<file path="src/logic/dtd_consts.vh">
// dtd_consts.vh: timing counts and code values for the digit output logic
// assumes: included by bare name; clk_i runs at DTD_CLK_MHZ
`ifndef DTD_CONSTS_VH
`define DTD_CONSTS_VH

// ----------------------------------------------------------------
// clock and time base
// ----------------------------------------------------------------
`define DTD_CLK_MHZ       25
`define DTD_MS_US         1000
`define DTD_MS_CYC        (`DTD_MS_US * `DTD_CLK_MHZ)
// shared time base toggles every half period, about 446 khz
`define DTD_TB_HALF_CYC   28
// shared time base rising edges that make up one millisecond
`define DTD_TB_EDGES_MS   447

// ----------------------------------------------------------------
// durations in milliseconds
// ----------------------------------------------------------------
`define DTD_TONE_MIN_MS   6'h1e
`define DTD_PAUSE_MIN_MS  6'h26
`define DTD_ED_ON_MS      6'h0a
`define DTD_ED_OFF_MS     6'h08
`define DTD_MS_SAT        6'h3f

// ----------------------------------------------------------------
// setup and hold of the code outputs
// ----------------------------------------------------------------
`define DTD_SETUP_NS      7000
`define DTD_SETUP_CYC     ((`DTD_SETUP_NS * `DTD_CLK_MHZ + 999) / 1000)
`define DTD_HOLD_US       4600
`define DTD_HOLD_CYC      (`DTD_HOLD_US * `DTD_CLK_MHZ)

// ----------------------------------------------------------------
// reset values and matrix position of the inhibited column
// ----------------------------------------------------------------
`define DTD_CODE_RST      4'h0
`define DTD_COL_INHIBIT   2'h3

`endif

</file>
<file path="src/logic/dtd_digit_out.v">
// dtd_digit_out: tone and pause timing, code latch and output drive
// assumes: tone flag, row and column come from the analog detector,
// asynchronous to clk_i; the reader uses the three-state code bus
// What this block does
// - format select high gives hexadecimal code
// - format select low gives 2-of-8 code
// - hex maps digits to their table values
// - inhibit high blocks the fourth column
// - code driven only while output enable high
// - code valid on detect, cleared after pause
// - valid high until pause or valid clear
// - early detect follows tone and pause onset
// - accept tones of 40 ms, reject 20
// - pauses of 40 ms valid, gaps ignored
// - valid rises 25 to 46 ms after onset
// - valid falls 35 to 50 ms after end
// - code set 7 us early, held ~4.6 ms
// - valid clear drops valid within 250 ns
// - early detect 7-22 ms on, 2-18 off
// - master drives shared time base to slaves
// - reduced variant hex only, no valid clear
// - 2-of-8 values for digits and star
`timescale 1ns/1ns
`include "dtd_consts.vh"
module dtd_digit_out #(
  parameter MS_CYC   = `DTD_MS_CYC,
  parameter HOLD_CYC = `DTD_HOLD_CYC,
  parameter REDUCED  = 0
) (
  input  wire       clk_i,
  input  wire       nrst_i,
  input  wire       tone_present_i,
  input  wire [1:0] tone_row_i,
  input  wire [1:0] tone_col_i,
  input  wire       output_format_select_i,
  input  wire       fourth_column_inhibit_i,
  input  wire       output_enable_i,
  input  wire       valid_clear_i,
  input  wire       oscillator_enable_i,
  input  wire       shared_time_base_i,
  output wire       shared_time_base_o,
  output wire       shared_time_base_oe_o,
  output wire       code_bit0_o,
  output wire       code_bit1_o,
  output wire       code_bit2_o,
  output wire       code_bit3_o,
  output wire       code_oe_o,
  output wire       digit_valid_o,
  output wire       early_detect_o
);

  // ----------------------------------------------------------------
  // states
  // ----------------------------------------------------------------
  localparam ST_IDLE  = 2'h0;
  localparam ST_SETUP = 2'h1;
  localparam ST_VALID = 2'h2;
  localparam ST_HOLD  = 2'h3;

  // ----------------------------------------------------------------
  // declarations
  // ----------------------------------------------------------------
  reg  [8:0]  sync1_ff;
  reg  [8:0]  sync2_ff;
  reg         vc_d_ff;
  reg  [3:0]  last_digit_ff;
  reg  [5:0]  tone_ms_ff;
  reg  [5:0]  gap_ms_ff;
  reg  [1:0]  state_ff;
  reg  [16:0] cnt_ff;
  reg         dv_ff;
  reg         ed_ff;
  reg  [3:0]  code_ff;
  reg  [5:0]  nxt_tone_ms;
  reg  [5:0]  nxt_gap_ms;
  reg  [1:0]  nxt_state;
  reg  [16:0] nxt_cnt;
  reg         nxt_dv;
  reg         nxt_ed;
  reg  [3:0]  nxt_code;
  wire        ms_tick;
  wire        tone_s;
  wire [3:0]  digit_s;
  wire        fmt_s;
  wire        inhibit_s;
  wire        oe_s;
  wire        vc_s;
  wire        col_ok;
  wire        tone_on;
  wire        fmt_hex;
  wire        vc_rise;
  wire        tone_ok;
  wire        pause_ok;
  wire [3:0]  enc_code;
  wire        digit_chg;
  wire        setup_done;
  wire        hold_done;
  wire [3:0]  code_pin;
  genvar      gi;

  // ----------------------------------------------------------------
  // time base
  // ----------------------------------------------------------------
  dtd_time_base #(
    .MS_CYC (MS_CYC)
  ) u_time_base (
    .clk_i                 (clk_i),
    .nrst_i                (nrst_i),
    .oscillator_enable_i   (oscillator_enable_i),
    .shared_time_base_i    (shared_time_base_i),
    .shared_time_base_o    (shared_time_base_o),
    .shared_time_base_oe_o (shared_time_base_oe_o),
    .ms_tick_o             (ms_tick)
  );

  // ----------------------------------------------------------------
  // input synchronisers
  // ----------------------------------------------------------------
  always @(posedge clk_i)
  begin
    sync1_ff <= {valid_clear_i, output_enable_i, fourth_column_inhibit_i,
                 output_format_select_i, tone_col_i, tone_row_i,
                 tone_present_i};
    sync2_ff <= sync1_ff;
  end

  assign tone_s    = sync2_ff[0];
  assign digit_s   = {sync2_ff[2:1], sync2_ff[4:3]};
  assign fmt_s     = sync2_ff[5];
  assign inhibit_s = sync2_ff[6];
  assign oe_s      = sync2_ff[7];
  assign vc_s      = sync2_ff[8];

  // ----------------------------------------------------------------
  // tone qualification
  // ----------------------------------------------------------------
  // fourth column blocked while inhibited
  assign col_ok  = ~(inhibit_s && digit_s[1:0] == `DTD_COL_INHIBIT);
  // row and column pick one of sixteen digits
  assign tone_on = tone_s & col_ok;
  assign fmt_hex = fmt_s | (REDUCED != 0);
  // valid clear edge seen two clocks after the pin
  assign vc_rise = vc_s & ~vc_d_ff & (REDUCED == 0);
  // steady digit for the minimum tone time
  assign tone_ok  = (tone_ms_ff >= `DTD_TONE_MIN_MS);
  // gap long enough to count as a pause
  assign pause_ok = (gap_ms_ff >= `DTD_PAUSE_MIN_MS);

  dtd_code_encoder u_encoder (
    .digit_i (digit_s),
    .hex_i   (fmt_hex),
    .code_o  (enc_code)
  );

  // ----------------------------------------------------------------
  // sequencer terms
  // ----------------------------------------------------------------
  // a new matrix position restarts timing
  assign digit_chg  = (digit_s != last_digit_ff);
  // setup time before valid is over
  assign setup_done = (cnt_ff == `DTD_SETUP_CYC - 1);
  // hold time after valid is over
  assign hold_done  = (cnt_ff == HOLD_CYC - 1);

  // ----------------------------------------------------------------
  // duration counters
  // ----------------------------------------------------------------
  always @*
  begin
    nxt_tone_ms = tone_ms_ff;
    nxt_gap_ms  = gap_ms_ff;
    // a changed digit restarts the tone time
    if (!tone_on || digit_chg)
      nxt_tone_ms = 6'h0;
    else if (ms_tick && tone_ms_ff != `DTD_MS_SAT)
      nxt_tone_ms = tone_ms_ff + 6'h1;
    // short gaps restart with the next tone
    if (tone_on)
      nxt_gap_ms = 6'h0;
    else if (ms_tick && gap_ms_ff != `DTD_MS_SAT)
      nxt_gap_ms = gap_ms_ff + 6'h1;
  end

  // ----------------------------------------------------------------
  // early detect
  // ----------------------------------------------------------------
  always @*
  begin
    nxt_ed = ed_ff;
    // rises once a tone pair is being seen
    // rise after the early on time
    if (tone_ms_ff >= `DTD_ED_ON_MS)
      nxt_ed = 1'b1;
    // fall after the early off time
    else if (gap_ms_ff >= `DTD_ED_OFF_MS)
      nxt_ed = 1'b0;
  end

  // ----------------------------------------------------------------
  // digit sequencer
  // ----------------------------------------------------------------
  always @*
  begin
    nxt_state = state_ff;
    nxt_cnt   = cnt_ff;
    nxt_dv    = dv_ff;
    nxt_code  = code_ff;
    if (vc_rise)
      nxt_dv = 1'b0;
    case (state_ff)
      ST_IDLE:
      begin
        nxt_cnt = 17'h0;
        if (tone_ok)
        begin
          nxt_code  = enc_code;
          nxt_state = ST_SETUP;
        end
      end
      ST_SETUP:
      begin
        // code stands the setup time before valid
        if (setup_done)
        begin
          nxt_cnt   = 17'h0;
          // valid rises after tone time plus setup
          // raise wins over a clear in the same cycle
          nxt_dv    = 1'b1;
          nxt_state = ST_VALID;
        end
        else
          nxt_cnt = cnt_ff + 17'h1;
      end
      ST_VALID:
      begin
        // valid falls after the pause time
        if (pause_ok)
        begin
          nxt_dv    = 1'b0;
          nxt_cnt   = 17'h0;
          nxt_state = ST_HOLD;
        end
      end
      ST_HOLD:
      begin
        if (hold_done)
        begin
          // code cleared after the valid pause
          nxt_code  = `DTD_CODE_RST;
          nxt_cnt   = 17'h0;
          nxt_state = ST_IDLE;
        end
        else
          nxt_cnt = cnt_ff + 17'h1;
      end
      default:
      begin
        nxt_state = ST_IDLE;
        nxt_cnt   = 17'h0;
      end
    endcase
  end

  // ----------------------------------------------------------------
  // input history registers
  // ----------------------------------------------------------------
  // previous clear level for edge detect
  always @(posedge clk_i)
  begin
    if (!nrst_i)
    begin
      vc_d_ff       <= 1'b0;
      last_digit_ff <= 4'h0;
    end
    else
    begin
      vc_d_ff       <= vc_s;
      last_digit_ff <= digit_s;
    end
  end

  // ----------------------------------------------------------------
  // duration registers
  // ----------------------------------------------------------------
  // durations start from zero at reset
  always @(posedge clk_i)
  begin
    if (!nrst_i)
    begin
      tone_ms_ff    <= 6'h0;
      gap_ms_ff     <= 6'h0;
      ed_ff         <= 1'b0;
    end
    else
    begin
      tone_ms_ff    <= nxt_tone_ms;
      gap_ms_ff     <= nxt_gap_ms;
      ed_ff         <= nxt_ed;
    end
  end

  // ----------------------------------------------------------------
  // state registers
  // ----------------------------------------------------------------
  // outputs clear and valid low at reset
  always @(posedge clk_i)
  begin
    if (!nrst_i)
    begin
      state_ff      <= ST_IDLE;
      cnt_ff        <= 17'h0;
      dv_ff         <= 1'b0;
      code_ff       <= `DTD_CODE_RST;
    end
    else
    begin
      state_ff      <= nxt_state;
      cnt_ff        <= nxt_cnt;
      dv_ff         <= nxt_dv;
      code_ff       <= nxt_code;
    end
  end

  // ----------------------------------------------------------------
  // outputs
  // ----------------------------------------------------------------
  // code bus driven only while enabled
  assign code_oe_o      = oe_s;
  // each code pin follows its latched bit
  generate
    for (gi = 0; gi < 4; gi = gi + 1)
    begin : g_code_pin
      assign code_pin[gi] = code_ff[gi];
    end
  endgenerate
  assign code_bit0_o    = code_pin[0];
  assign code_bit1_o    = code_pin[1];
  assign code_bit2_o    = code_pin[2];
  assign code_bit3_o    = code_pin[3];
  // valid marks when the code may be read
  assign digit_valid_o  = dv_ff;
  assign early_detect_o = ed_ff;

endmodule // dtd_digit_out

</file>
<file path="src/logic/dtd_code_encoder.v">
// dtd_code_encoder: maps a matrix position to the output code
// assumes: digit_i is {row, column}, both two bits, from the tone detector
`timescale 1ns/1ns
module dtd_code_encoder (
  input  wire [3:0] digit_i,
  input  wire       hex_i,
  output reg  [3:0] code_o
);

  reg [3:0] hex_code;

  // ----------------------------------------------------------------
  // hex table: rows 1 2 3 A / 4 5 6 B / 7 8 9 C / * 0 # D
  // ----------------------------------------------------------------
  // hex digit values
  always @*
  begin
    case (digit_i)
      4'h0: hex_code = 4'h1;
      4'h1: hex_code = 4'h2;
      4'h2: hex_code = 4'h3;
      4'h3: hex_code = 4'hd;
      4'h4: hex_code = 4'h4;
      4'h5: hex_code = 4'h5;
      4'h6: hex_code = 4'h6;
      4'h7: hex_code = 4'he;
      4'h8: hex_code = 4'h7;
      4'h9: hex_code = 4'h8;
      4'ha: hex_code = 4'h9;
      4'hb: hex_code = 4'hf;
      4'hc: hex_code = 4'hb;
      4'hd: hex_code = 4'ha;
      4'he: hex_code = 4'hc;
      default: hex_code = 4'h0;
    endcase
  end

  // ----------------------------------------------------------------
  // format select
  // ----------------------------------------------------------------
  always @*
  begin
    if (hex_i)
      code_o = hex_code;
    // raw {row, column} position for every key
    else
      code_o = digit_i;
  end

endmodule // dtd_code_encoder

</file>
<file path="src/logic/dtd_time_base.v">
// dtd_time_base: millisecond tick from own clock or a shared time base
// assumes: strap and shared time base pin are asynchronous to clk_i
`timescale 1ns/1ns
`include "dtd_consts.vh"
module dtd_time_base #(
  parameter MS_CYC = `DTD_MS_CYC
) (
  input  wire clk_i,
  input  wire nrst_i,
  input  wire oscillator_enable_i,
  input  wire shared_time_base_i,
  output wire shared_time_base_o,
  output wire shared_time_base_oe_o,
  output reg  ms_tick_o
);

  reg        strap_s1_ff;
  reg        strap_s2_ff;
  reg        strap_done_ff;
  reg        master_ff;
  reg        tb_s1_ff;
  reg        tb_s2_ff;
  reg        tb_d_ff;
  reg [16:0] div_ff;
  reg [4:0]  half_ff;
  reg        tb_ff;
  wire       tb_rise;
  wire       tick;

  assign tb_rise = tb_s2_ff & ~tb_d_ff;
  assign tick = master_ff ? (div_ff == MS_CYC - 1)
                          : (tb_rise && div_ff == `DTD_TB_EDGES_MS - 1);

  // ----------------------------------------------------------------
  // strap capture, master clock output and tick generation
  // ----------------------------------------------------------------
  // strapped master drives the shared time base
  assign shared_time_base_o    = tb_ff;
  assign shared_time_base_oe_o = master_ff;

  always @(posedge clk_i)
  begin
    strap_s1_ff <= oscillator_enable_i;
    strap_s2_ff <= strap_s1_ff;
    tb_s1_ff    <= shared_time_base_i;
    tb_s2_ff    <= tb_s1_ff;
    tb_d_ff     <= tb_s2_ff;
    if (!nrst_i)
    begin
      strap_done_ff <= 1'b0;
      master_ff     <= 1'b1;
      div_ff        <= 17'h0;
      half_ff       <= 5'h0;
      tb_ff         <= 1'b0;
      ms_tick_o     <= 1'b0;
    end
    else
    begin
      if (!strap_done_ff)
      begin
        strap_done_ff <= 1'b1;
        master_ff     <= strap_s2_ff;
      end
      if (half_ff == `DTD_TB_HALF_CYC - 1)
      begin
        half_ff <= 5'h0;
        tb_ff   <= ~tb_ff;
      end
      else
        half_ff <= half_ff + 5'h1;
      ms_tick_o <= tick;
      if (tick)
        div_ff <= 17'h0;
      else if (master_ff || tb_rise)
        div_ff <= div_ff + 17'h1;
    end
  end

endmodule // dtd_time_base

</file>
<file path="config.mk">
export PLATFORM = sky130hd
export DESIGN_NAME = dtd_digit_out
export DESIGN_NICKNAME = d
export VERILOG_FILES = /design/src/logic/dtd_digit_out.v /design/src/logic/dtd_code_encoder.v /design/src/logic/dtd_time_base.v
export VERILOG_INCLUDE_DIRS = /design/src /design/src/logic
export SDC_FILE = /design/constraint.sdc
export NUM_CORES = 1
export LEC_CHECK = 0
export BUFFER_PORTS_ARGS = -buffer_cell sky130_fd_sc_hd__buf_2
export CAP_MARGIN = 40
export CORE_MARGIN = 2
export CORE_UTILIZATION = 47
export CTS_BUF_LIST = sky130_fd_sc_hd__clkbuf_4
export DETAILED_ROUTE_END_ITERATION = 10
export PLACE_DENSITY = 0.63
export SYNTH_ARGS = -nofsm -noshare
export SYNTH_HDL_FRONTEND = slang
export SYNTH_SLANG_ARGS = --single-unit
</file>
<file path="constraint.sdc">
create_clock -name clk_i -period 2.1 [get_ports clk_i]
set_clock_uncertainty 0.05 [all_clocks]
set_input_delay 0.21 -clock clk_i [delete_from_list [all_inputs] [get_ports clk_i]]
set_output_delay 0.21 -clock clk_i [all_outputs]
set_load 0.01 [all_outputs]
</file>
### After elaboration in Yosys (flattened, before gate mapping)

Memory sizes are Yosys's and may differ from the RTL's. A register that Yosys moved wholly into a read port is not among the register bits.
Index checks and enable logic that the tools add are counted.

| cells by class | value |
|---|---|
| add/subtract/negate cells | 5 |
| reduce and logical (&&, ||, !) cells | 16 |
| equality and inequality tests | 16 |
| bitwise operators | 8 |
| multiplexer cells | 21 |
| $lt $le $gt $ge | 4 |

Operator list:

| operator | count |
|---|---|
| 17-bit case mux with 4 select lines | 1 |
| 17-bit two-way mux | 3 |
| 17-bit by 1-bit adder with 17-bit output (second input constant) | 2 |
| 17-bit by 15-bit == test with 1-bit output (second input constant) | 1 |
| 17-bit == test (second input constant) | 1 |
| 17-bit by 8-bit == test with 1-bit output (second input constant) | 1 |
| 17-bit by 9-bit == test with 1-bit output (second input constant) | 1 |
| 6-bit by 1-bit adder with 6-bit output (second input constant) | 2 |
| 6-bit by 4-bit >= comparator with 1-bit output (second input constant) | 2 |
| 4-bit two-way mux | 3 |
| 6-bit != test (second input constant) | 2 |
| 2-bit two-way mux | 4 |
| 2-bit != test (second input constant) | 4 |
| 2-bit case mux with 4 select lines | 1 |
| 4-bit case mux with 2 select lines | 1 |
| 2-bit OR reduction | 4 |
| 1-bit two-way mux | 7 |
| 2-bit == test (second input constant) | 3 |
| 6-bit by 5-bit >= comparator with 1-bit output (second input constant) | 1 |
| 6-bit >= comparator (second input constant) | 1 |
| 5-bit by 1-bit adder with 5-bit output (second input constant) | 1 |
| 5-bit == test (second input constant) | 1 |
| 1-bit inverter | 5 |
| 1-bit logical AND | 4 |
| other kinds (10) | 14 |

| storage, ports and cells | value |
|---|---|
| memory bits (read-only) | 64 |
| memories kept | 1 |
| word-level logic and storage cells | 93 |
| register bits | 91 |
| output and inout bits | 9 |
| bits of input ports | 13 |

Memories:

| name | words | width | read ports | clocked after memory_dff | wr ports | RTL line | text |
|---|---|---|---|---|---|---|---|
| (no name shown) | 16 | 4 | 1 | 1 | 0 | dtd_code_encoder.v:18 | `case (digit_i)` |

### Longest topological paths before layout

Gate-level depths: netlist (run 1).

| depth | value |
|---|---|
| depth after elaboration | 7 |
| depth in mapped cells | 9 |
| gate-level depth less buffers | 8 |

### By module

From an unflattened synthesis (run 1), not the netlist that was laid out.

| second synthesis, totals | value |
|---|---|
| cell total of the unflattened synthesis | 417 |
| area, all modules | 4001.3 um^2 |

By module, submodules not included:

| module | cells each | times used | seq. area each (um^2) | area each (um^2) |
|---|---|---|---|---|
| dtd_digit_out | 255 | 1 | 1201.2 | 2449.8 |
| dtd_time_base | 136 | 1 | 620.6 | 1355.0 |
| dtd_code_encoder | 26 | 1 | 0.0 | 196.4 |

### Worst setup path before layout (run 1)

No wires, ideal clock.

| path | value |
|---|---|
| kind | register to register |
| start point | register gap_ms_ff[0] |
| end point | register cnt_ff[5] |
| period minus slack after synthesis | 1.940 ns |
| cell stages (with the launch flop) | 10 |
| arrival time | 1.776 ns |
| data required time | 1.935 ns |
| setup slack | 0.160 ns |
| setup time | 0.115 ns |
| cell sequence | dfxtp_1 inv_1 ha_1 o21ai_0 a21oi_1 nor2_1 clkbuf_1 nor3_1 xnor2_1 nor2_1 |

| on the way | value |
|---|---|
| word-level cells in the longest chain between the ends | 2 |

Ends and longest elaborated chain:

| element | RTL line | text |
|---|---|---|
| from (decl) | dtd_digit_out.v:68 | `reg [5:0] gap_ms_ff;` |
| from (signal assigned) | dtd_digit_out.v:297 | `gap_ms_ff <= nxt_gap_ms;` |
| 6-bit >= comparator (no source line) | -- |  |
| 2-bit != test (no source line) | -- |  |
| to (signal assigned) | dtd_digit_out.v:318 | `cnt_ff <= nxt_cnt;` |
| to (decl) | dtd_digit_out.v:70 | `reg [16:0] cnt_ff;` |

No other way between the ends.
A chain may end at the register's enable or synchronous reset.

### Worst setup path after layout (run 1)

| path | value |
|---|---|
| start point | register cnt_ff[10] |
| end point | register cnt_ff[9] |

| on the way | value |
|---|---|
| word-level cells in the longest chain between the ends | 3 |
| elaborated cells on any way between the ends | 5 |
| classes of those cells | 2 x eq/ne; 3 x mux |

Ends and longest elaborated chain:

| element | RTL line | text |
|---|---|---|
| 17-bit == test or 17-bit by 8-bit == test with 1-bit output (tied branches) | dtd_digit_out.v:163, dtd_digit_out.v:161 |  |
| 17-bit two-way mux, on equally long branches | dtd_digit_out.v:246, dtd_digit_out.v:223 |  |
| 17-bit case mux with 4 select lines (*) | dtd_digit_out.v:210 | `case (state_ff)` |

Every way passes the cells marked *; elsewhere a longest branch is shown, timed or not.

==> impl_results.md, run 1 <==
- Core Box Area: 8180 um^2
- Power Dens Cells: 667 nW/um^2
- Remaining Overflow, GRT: 0
- Antenna Cells: 0
- H-Tree Level Count: 3
- Number of nets at the end of the flow: 500
- R2r startpoint: cnt_ff[10]
- Share of async-settable or async-resettable flops after synthesis: 0
- Number of buffers created by CTS: 9
- Data arrival time at the worst-slack endpoint: 2.27 ns
- Average wire per cell in the routed design: 11.8 um
- Required time at the endpoint of the critical path: 2.38 ns
- Post-Layout Inst Area: 4550 um^2
- Drt pass-1 iters: 4
- RSZ-0062 raised after global routing: false
- Part of the Yosys area used for sequential elements: 0.480
- Number of antenna violations at the first check in global routing: 0
- WL final: 6830 um
- Top Ports: 22
- Startpoint class of the critical path: flip-flop
- Reg2Reg Depth: 7
- Number of sinks driven by the clock tree: 95
- Synth unique cells: 53
- WHS Path Cells: 0
- HP Class: flip-flop to flip-flop
- Initial core utilization: 0.485
- HP Start: u_time_base.strap_s1_ff
- Wire length of the first global-routing pass: 11,800 um
- Destination of the worst register-to-register timing path: cnt_ff[9]
- Max Cap Viol: 0
- Peak fanout along the critical path: 7
- Remaining antenna violation count: 0
- Cell at the root of the clock tree: sky130_fd_sc_hd__clkbuf_4
- Share of post-route cells with drive strength above 1: 0.133
- PortBufs: 21
- Post-detailed-route DRC marker count: 0
- Yosys warns: 0
- Area of the mapped netlist: 3960 um^2
- Number of max-slew violations in the final report: 0
- Vias/cell: 5.10
- Final critical-path share of the clock period: 0.950
- Post-synth EDFFs: 0
- Syn Nets: 456
- Lkg Pwr: 1.66 nW
- Transition time at the pin with the least slew margin: 0.528 ns
- Final period demand of the worst path: 1.99 ns
- HPWL after detailed placement: 4820 um
- Floorplan die area: 9180 um^2
- GR Util All Layers: 0.162
- Slew margin rel.: 0.646
- Source-to-sink clock delay at the later pin of the worst-skew pair: 0.43 ns
- Cell Area, Placed: 4250 um^2
- Pin count of the biggest net entering global routing: 21
- Register bit count reported by yosys: 95
- Setup slack of the worst register-to-register path: 0.11 ns
- Worst vdd rail ir drop: 0.455 mV
- Run status: complete, no violations
- Worst Hold Path EP: u_time_base.strap_s2_ff
- CTS tree: yes
- Gate count of the mapped netlist: 423
- Num rows: 33
- Final Hold Violating Endpoints: 0
- Via count of the first global-routing pass: 2,640
- Maximum clock path buffer count: 2
- Mean instance size in the synthesized netlist: 9.37 um^2
- CP endpoint kind: flip-flop
- Final total negative setup slack: 0 ns
- Routed via count: 2,943
- Die boundary width: 95.8 um
- Die Y-Extent: 95.8 um
- Commonest cells after routing, fill and taps aside: sky130_fd_sc_hd__dfxtp_1 (94), sky130_fd_sc_hd__nor2_1 (54), sky130_fd_sc_hd__nand2_1 (43)
- Most instantiated flip-flop cell in the synthesis netlist: sky130_fd_sc_hd__dfxtp_1
- Most frequent standard cell in the layout excluding fill and tap cells: sky130_fd_sc_hd__dfxtp_1
- Initial DRC Count: 113
- Area grow syn2layout: 14.9%
- Finish-stage setup viols: 0
- GPL Wtd Cong: 0.811
- Clk pin slew, worst setup/hold paths: 0.16 ns
- FMAX: 0.501 GHz
- Path type of the worst setup path: flip-flop to flip-flop
[flip-flops by register name, indices dropped and copies added (netlist names), 2 cells and up]
signal and cells:
cnt_ff 17, code_ff 4, gap_ms_ff 6, last_digit_ff 4, state_ff 2, sync1_ff 9
sync2_ff 9, tone_ms_ff 6, u_encoder.hex_code 4, u_time_base.div_ff 17, u_time_base.half_ff 5
[critical path, stage by stage, from the launching register on]
cell	delay, ns
sky130_fd_sc_hd__dfxtp_1	0.41
sky130_fd_sc_hd__nor4b_4	0.30
sky130_fd_sc_hd__nand2_2	0.13
sky130_fd_sc_hd__o41ai_4	0.45
sky130_fd_sc_hd__nand2_4	0.14
sky130_fd_sc_hd__o21ai_2	0.18
sky130_fd_sc_hd__buf_4	0.17
sky130_fd_sc_hd__nor2_1	0.05
[worst max-delay path by stage]
stage / startpoint / end / slack, ns / cells past startpoint
after detailed placement: cnt_ff[0] / state_ff[1] / 0.05 / 8
after global routing: gap_ms_ff[1] / cnt_ff[9] / 0.001 / 8
after CTS: cnt_ff[0] / state_ff[1] / 0.01 / 8
after floorplan: gap_ms_ff[0] / cnt_ff[5] / 0.16 / 9
after global placement: cnt_ff[0] / state_ff[1] / 0.1 / 8
final: cnt_ff[10] / cnt_ff[9] / 0.11 / 7
[cell families after synthesis]
family | Yosys count | synth area share
mux | 10 | 0.0256
flops | 95 | 0.480
simple gates | 175 | 0.224
buf+inv | 29 | 0.0303
xor+xnor | 38 | 0.0840
fa+ha+maj | 20 | 0.0631
compound gates | 56 | 0.0931
[cells in the mapped netlist (6+ instances only)]
library cell	n	area [um^2]
sky130_fd_sc_hd__o21ai_0	17	85.1
sky130_fd_sc_hd__mux2i_1	9	90.1
sky130_fd_sc_hd__dfxtp_1	95	1900
sky130_fd_sc_hd__xor2_1	18	158
sky130_fd_sc_hd__a21oi_1	12	60.1
sky130_fd_sc_hd__or3_1	9	56.3
sky130_fd_sc_hd__nor3_1	6	30.0
sky130_fd_sc_hd__ha_1	20	250
sky130_fd_sc_hd__nor2_1	54	203
sky130_fd_sc_hd__nand3_1	15	75.1
sky130_fd_sc_hd__nand2_1	43	161
sky130_fd_sc_hd__nand4_1	12	75.1
sky130_fd_sc_hd__xnor2_1	20	175
sky130_fd_sc_hd__inv_1	18	67.6
[power by group]
part           switching, W  internal [W]
registers         0.0000352       0.00185
clock network      0.000637      0.000380
logic             0.0000582     0.0000714
[through the flow]
| stage | hold WS [ns] | setup slack [ns] | util | power [W] | instances |
|---|---|---|---|---|---|
| detailed placement | 0.264 | 0.0494 | 0.520 | 0.00205 | 549 |
| global route | 0.289 | 0.00121 | 0.557 | 0.00317 | 577 |
| global placement | 0.260 | 0.0993 | 0.520 | 0.00204 | 549 |
| finish | 0.276 | 0.105 | 0.557 | 0.00304 | 577 |
| CTS | 0.275 | 0.0103 | 0.553 | 0.00307 | 577 |
| floorplan | 0.188 | 0.160 | - | 0.00200 | 423 |
[layer usage]
metal	global-route usage	wire length, um	vias up	share of wire
met3	0.0298	223	6	0.033
met1	0.220	3470	1344	0.51
met5	0	0	-	0
met2	0.253	3070	47	0.45
met4	0.0667	71	0	0.010
li1	-	-	1546	-
[layout make-up]
| type | instances | area [um^2] |
|---|---|---|
| multi-input combinational | 299 | 1970 |
| sequential | 95 | 1900 |
| timing repair buffer | 43 | 325 |
| inverter | 19 | 71.3 |
| clock inverter | 7 | 81.3 |
| clock buffer | 9 | 67.6 |
| fill | 757 | 3620 |
| tap | 105 | 131 |
[timing repair]
action | CTS | global route
endpoints found under the hold margin | 12 | 0
hold buffers | 12 | 0
gates resized for setup | 0 | 6
endpoints found under the setup margin | 0 | 18
buffers inserted | 0 | 0
(Power assumes the default switching activity.)
==> run 2, diff against run 1 <==
--- a/config.mk
+++ b/config.mk
@@ -6,13 +6,13 @@
 export SDC_FILE = /design/constraint.sdc
 export NUM_CORES = 1
 export LEC_CHECK = 0
-export BUFFER_PORTS_ARGS = -buffer_cell sky130_fd_sc_hd__buf_2
 export CAP_MARGIN = 40
 export CORE_MARGIN = 2
 export CORE_UTILIZATION = 47
 export CTS_BUF_LIST = sky130_fd_sc_hd__clkbuf_4
 export DETAILED_ROUTE_END_ITERATION = 10
-export PLACE_DENSITY = 0.63
+export DONT_BUFFER_PORTS = 1
+export PLACE_DENSITY = 0.61
 export SYNTH_ARGS = -nofsm -noshare
 export SYNTH_HDL_FRONTEND = slang
 export SYNTH_SLANG_ARGS = --single-unit
==> impl_results.md, run 2 (same netlist as run 1, synthesis figures left out) <==
- Number of antenna violations at the first check in global routing: 0 (unchanged)
- Crit path buffers/inverters: 1 (unchanged)
- Lkg Pwr: 1.58 nW (-4.7%)
- Largest registers: cnt_ff x17, u_time_base.div_ff x17
- Wire length of the first global-routing pass: 11,800 um (-0.18%)
- Remaining antenna violation count: 0 (unchanged)
- Cell at the root of the clock tree: sky130_fd_sc_hd__clkbuf_4
- FMAX: 0.505 GHz (+0.71%)
- Initial core utilization: 0.485 (unchanged)
- GPL Wtd Cong: 0.819 (+0.97%)
- Pre-CTS WS: 0.0368 ns (-0.0126 ns)
- Post-Route Hold Slack: 0.0617 ns (-0.214 ns)
- # fillers: 755 (-0.26%)
- Cell chain of the critical path: inv_1 > ha_1 > nor4b_1 > nand3_1 > o31ai_4 > and2_2 > or4_1 > a31oi_1
- Startpoint class of the critical path: flip-flop
- Clk pin slew, worst setup/hold paths: 0.14 ns (-0.02 ns)
- WL final: 6910 um (+1.2%)
- Final Hold Violating Endpoints: 0 (unchanged)
- Slowest Stage Delay on Critical Path: 0.50 ns (+0.05 ns)
- CP endpoint kind: flip-flop
- Num rows: 33 (unchanged)
- Source-to-sink clock delay at the later pin of the worst-skew pair: 0.43 ns (about the same)
- Remaining Overflow, GRT: 0 (unchanged)
- CTS tree: yes
- Path type of the worst setup path: flip-flop to flip-flop
- Max Cap Viol: 0 (unchanged)
- Worst path top cell family by delay: simple AND/OR/NAND/NOR gates
- Drt pass-1 iters: 4 (unchanged)
- Initial DRC Count: 120 (+6.2%)
- HP Class: input port to flip-flop
- Most frequent standard cell in the layout excluding fill and tap cells: sky130_fd_sc_hd__dfxtp_1
- Floorplan die area: 9180 um^2 (unchanged)
- Power Dens Cells: 689 nW/um^2 (+3.4%)
- Peak fanout along the critical path: 4 (-3)
- Worst vdd rail ir drop: 0.426 mV (-6.4%)
- Via count of the first global-routing pass: 2,657 (+0.64%)
- Data arrival time at the worst-slack endpoint: 2.30 ns (+0.03 ns)
- Number of max-slew violations in the final report: 0 (unchanged)
- Final total negative setup slack: 0 ns (unchanged)
- Final critical-path share of the clock period: 0.943 (-0.00667)
- PortBufs: 0 (-100%)
- Die Y-Extent: 95.8 um (unchanged)
- Top Ports: 22 (unchanged)
- Transition time at the pin with the least slew margin: 0.684 ns (+0.156 ns)
- Final Worst Setup Slack: 0.119 ns (+0.0140 ns)
- Average wire per cell in the routed design: 12.3 um (+4.3%)
- Post-Layout Inst Area: 4450 um^2 (-2.3%)
- Routed via count: 2,905 (-1.3%)
- HPWL after detailed placement: 4880 um (+1.1%)
- Commonest cells after routing, fill and taps aside: sky130_fd_sc_hd__dfxtp_1 (94), sky130_fd_sc_hd__nor2_1 (54), sky130_fd_sc_hd__nand2_1 (43)
- Required time at the endpoint of the critical path: 2.42 ns (+0.04 ns)
- Core Box Area: 8180 um^2 (unchanged)
- Final period demand of the worst path: 1.98 ns (-0.0140 ns)
- Die boundary width: 95.8 um (unchanged)
- GR Util All Layers: 0.164 (+0.00207)
- Maximum clock path buffer count: 2 (unchanged)
- Number of buffers created by CTS: 9 (unchanged)
- Run status: complete, no violations
- Finish-stage setup viols: 0 (unchanged)
- Post-detailed-route DRC marker count: 0 (unchanged)
- Slew margin rel.: 0.542 (-0.104)
- Number of nets at the end of the flow: 483 (-3.4%)
- Area grow syn2layout: 12.3%
- RSZ-0062 raised after global routing: true
- Antenna Cells: 0 (unchanged)
- Number of sinks driven by the clock tree: 95 (unchanged)
- Max stage delay cell, worst path: sky130_fd_sc_hd__or4_1
- H-Tree Level Count: 3 (unchanged)
- Vias/cell: 5.19 (+1.7%)
- Share of post-route cells with drive strength above 1: 0.0945 (-0.0390)
- Cell Area, Placed: 4140 um^2 (-2.5%)
- Pin count of the biggest net entering global routing: 19 (-9.5%)
==> run 2: through the flow <==
step	power (W)	std cells	utilization
2_1_floorplan	0.00200	423	-
3_3_place_gp	0.00202	531	0.507
3_5_place_dp	0.00202	531	0.507
4_1_cts	0.00311	559	0.541
5_1_grt	0.00319	560	0.544
6_report	0.00307	560	0.544
==> run 2: routing by layer <==
| metal | vias up | share of wire | global-route usage |
|---|---|---|---|
| met1 | 1341 | 0.50 | 0.210 |
| met5 | - | 0 | 0 |
| li1 | 1510 | - | - |
| met2 | 41 | 0.45 | 0.263 |
| met3 | 13 | 0.032 | 0.0352 |
| met4 | 0 | 0.018 | 0.0762 |
==> run 2: tightest hold or removal path: stages <==
cell	delay, ns
sky130_fd_sc_hd__nand2_1	0.04
sky130_fd_sc_hd__or3_1	0.16
sky130_fd_sc_hd__o22ai_1	0.09
==> run 2: path summary, 6_finish.rpt <==
check | startpoint | endpoint | slack (ns) | cells after the start
max | cnt_ff[0] | cnt_ff[15] | 0.12 | 8
max reg2reg | cnt_ff[0] | cnt_ff[15] | 0.12 | 8
min | nrst_i | code_ff[3] | 0.06 | 3
min reg2reg | sync1_ff[5] | sync2_ff[5] | 0.29 | 0
==> run 2: where the power goes <==
group	internal [W]	total, W	switching, W
Combinational	0.0000611	0.000114	0.0000533
Clock	0.000474	0.00106	0.000588
Sequential	0.00185	0.00189	0.0000372
Total	0.00239	0.00307	0.000678
==> run 2: cell type report <==
cell class,instances,area [um^2],share of cell area
multi-input cells,299,1960,0.441
repair buffers,26,225,0.0506
flip-flops and latches,95,1900,0.428
clock inverters,7,87.6,0.0197
well taps,105,131,0.0295
inverters,19,71.3,0.0160
clock buffers,9,67.6,0.0152
==> run 2: repair_timing <==
| action | CTS | global route |
|---|---|---|
| endpoints found under the setup margin | 2 | 8 |
| cloned | 0 | 0 |
| gates resized for setup | 1 | 4 |
| hold endpoints to repair | 48 | 0 |
| pin swaps | 0 | 2 |
| setup buffers | 0 | 1 |
| hold buffers | 12 | 0 |
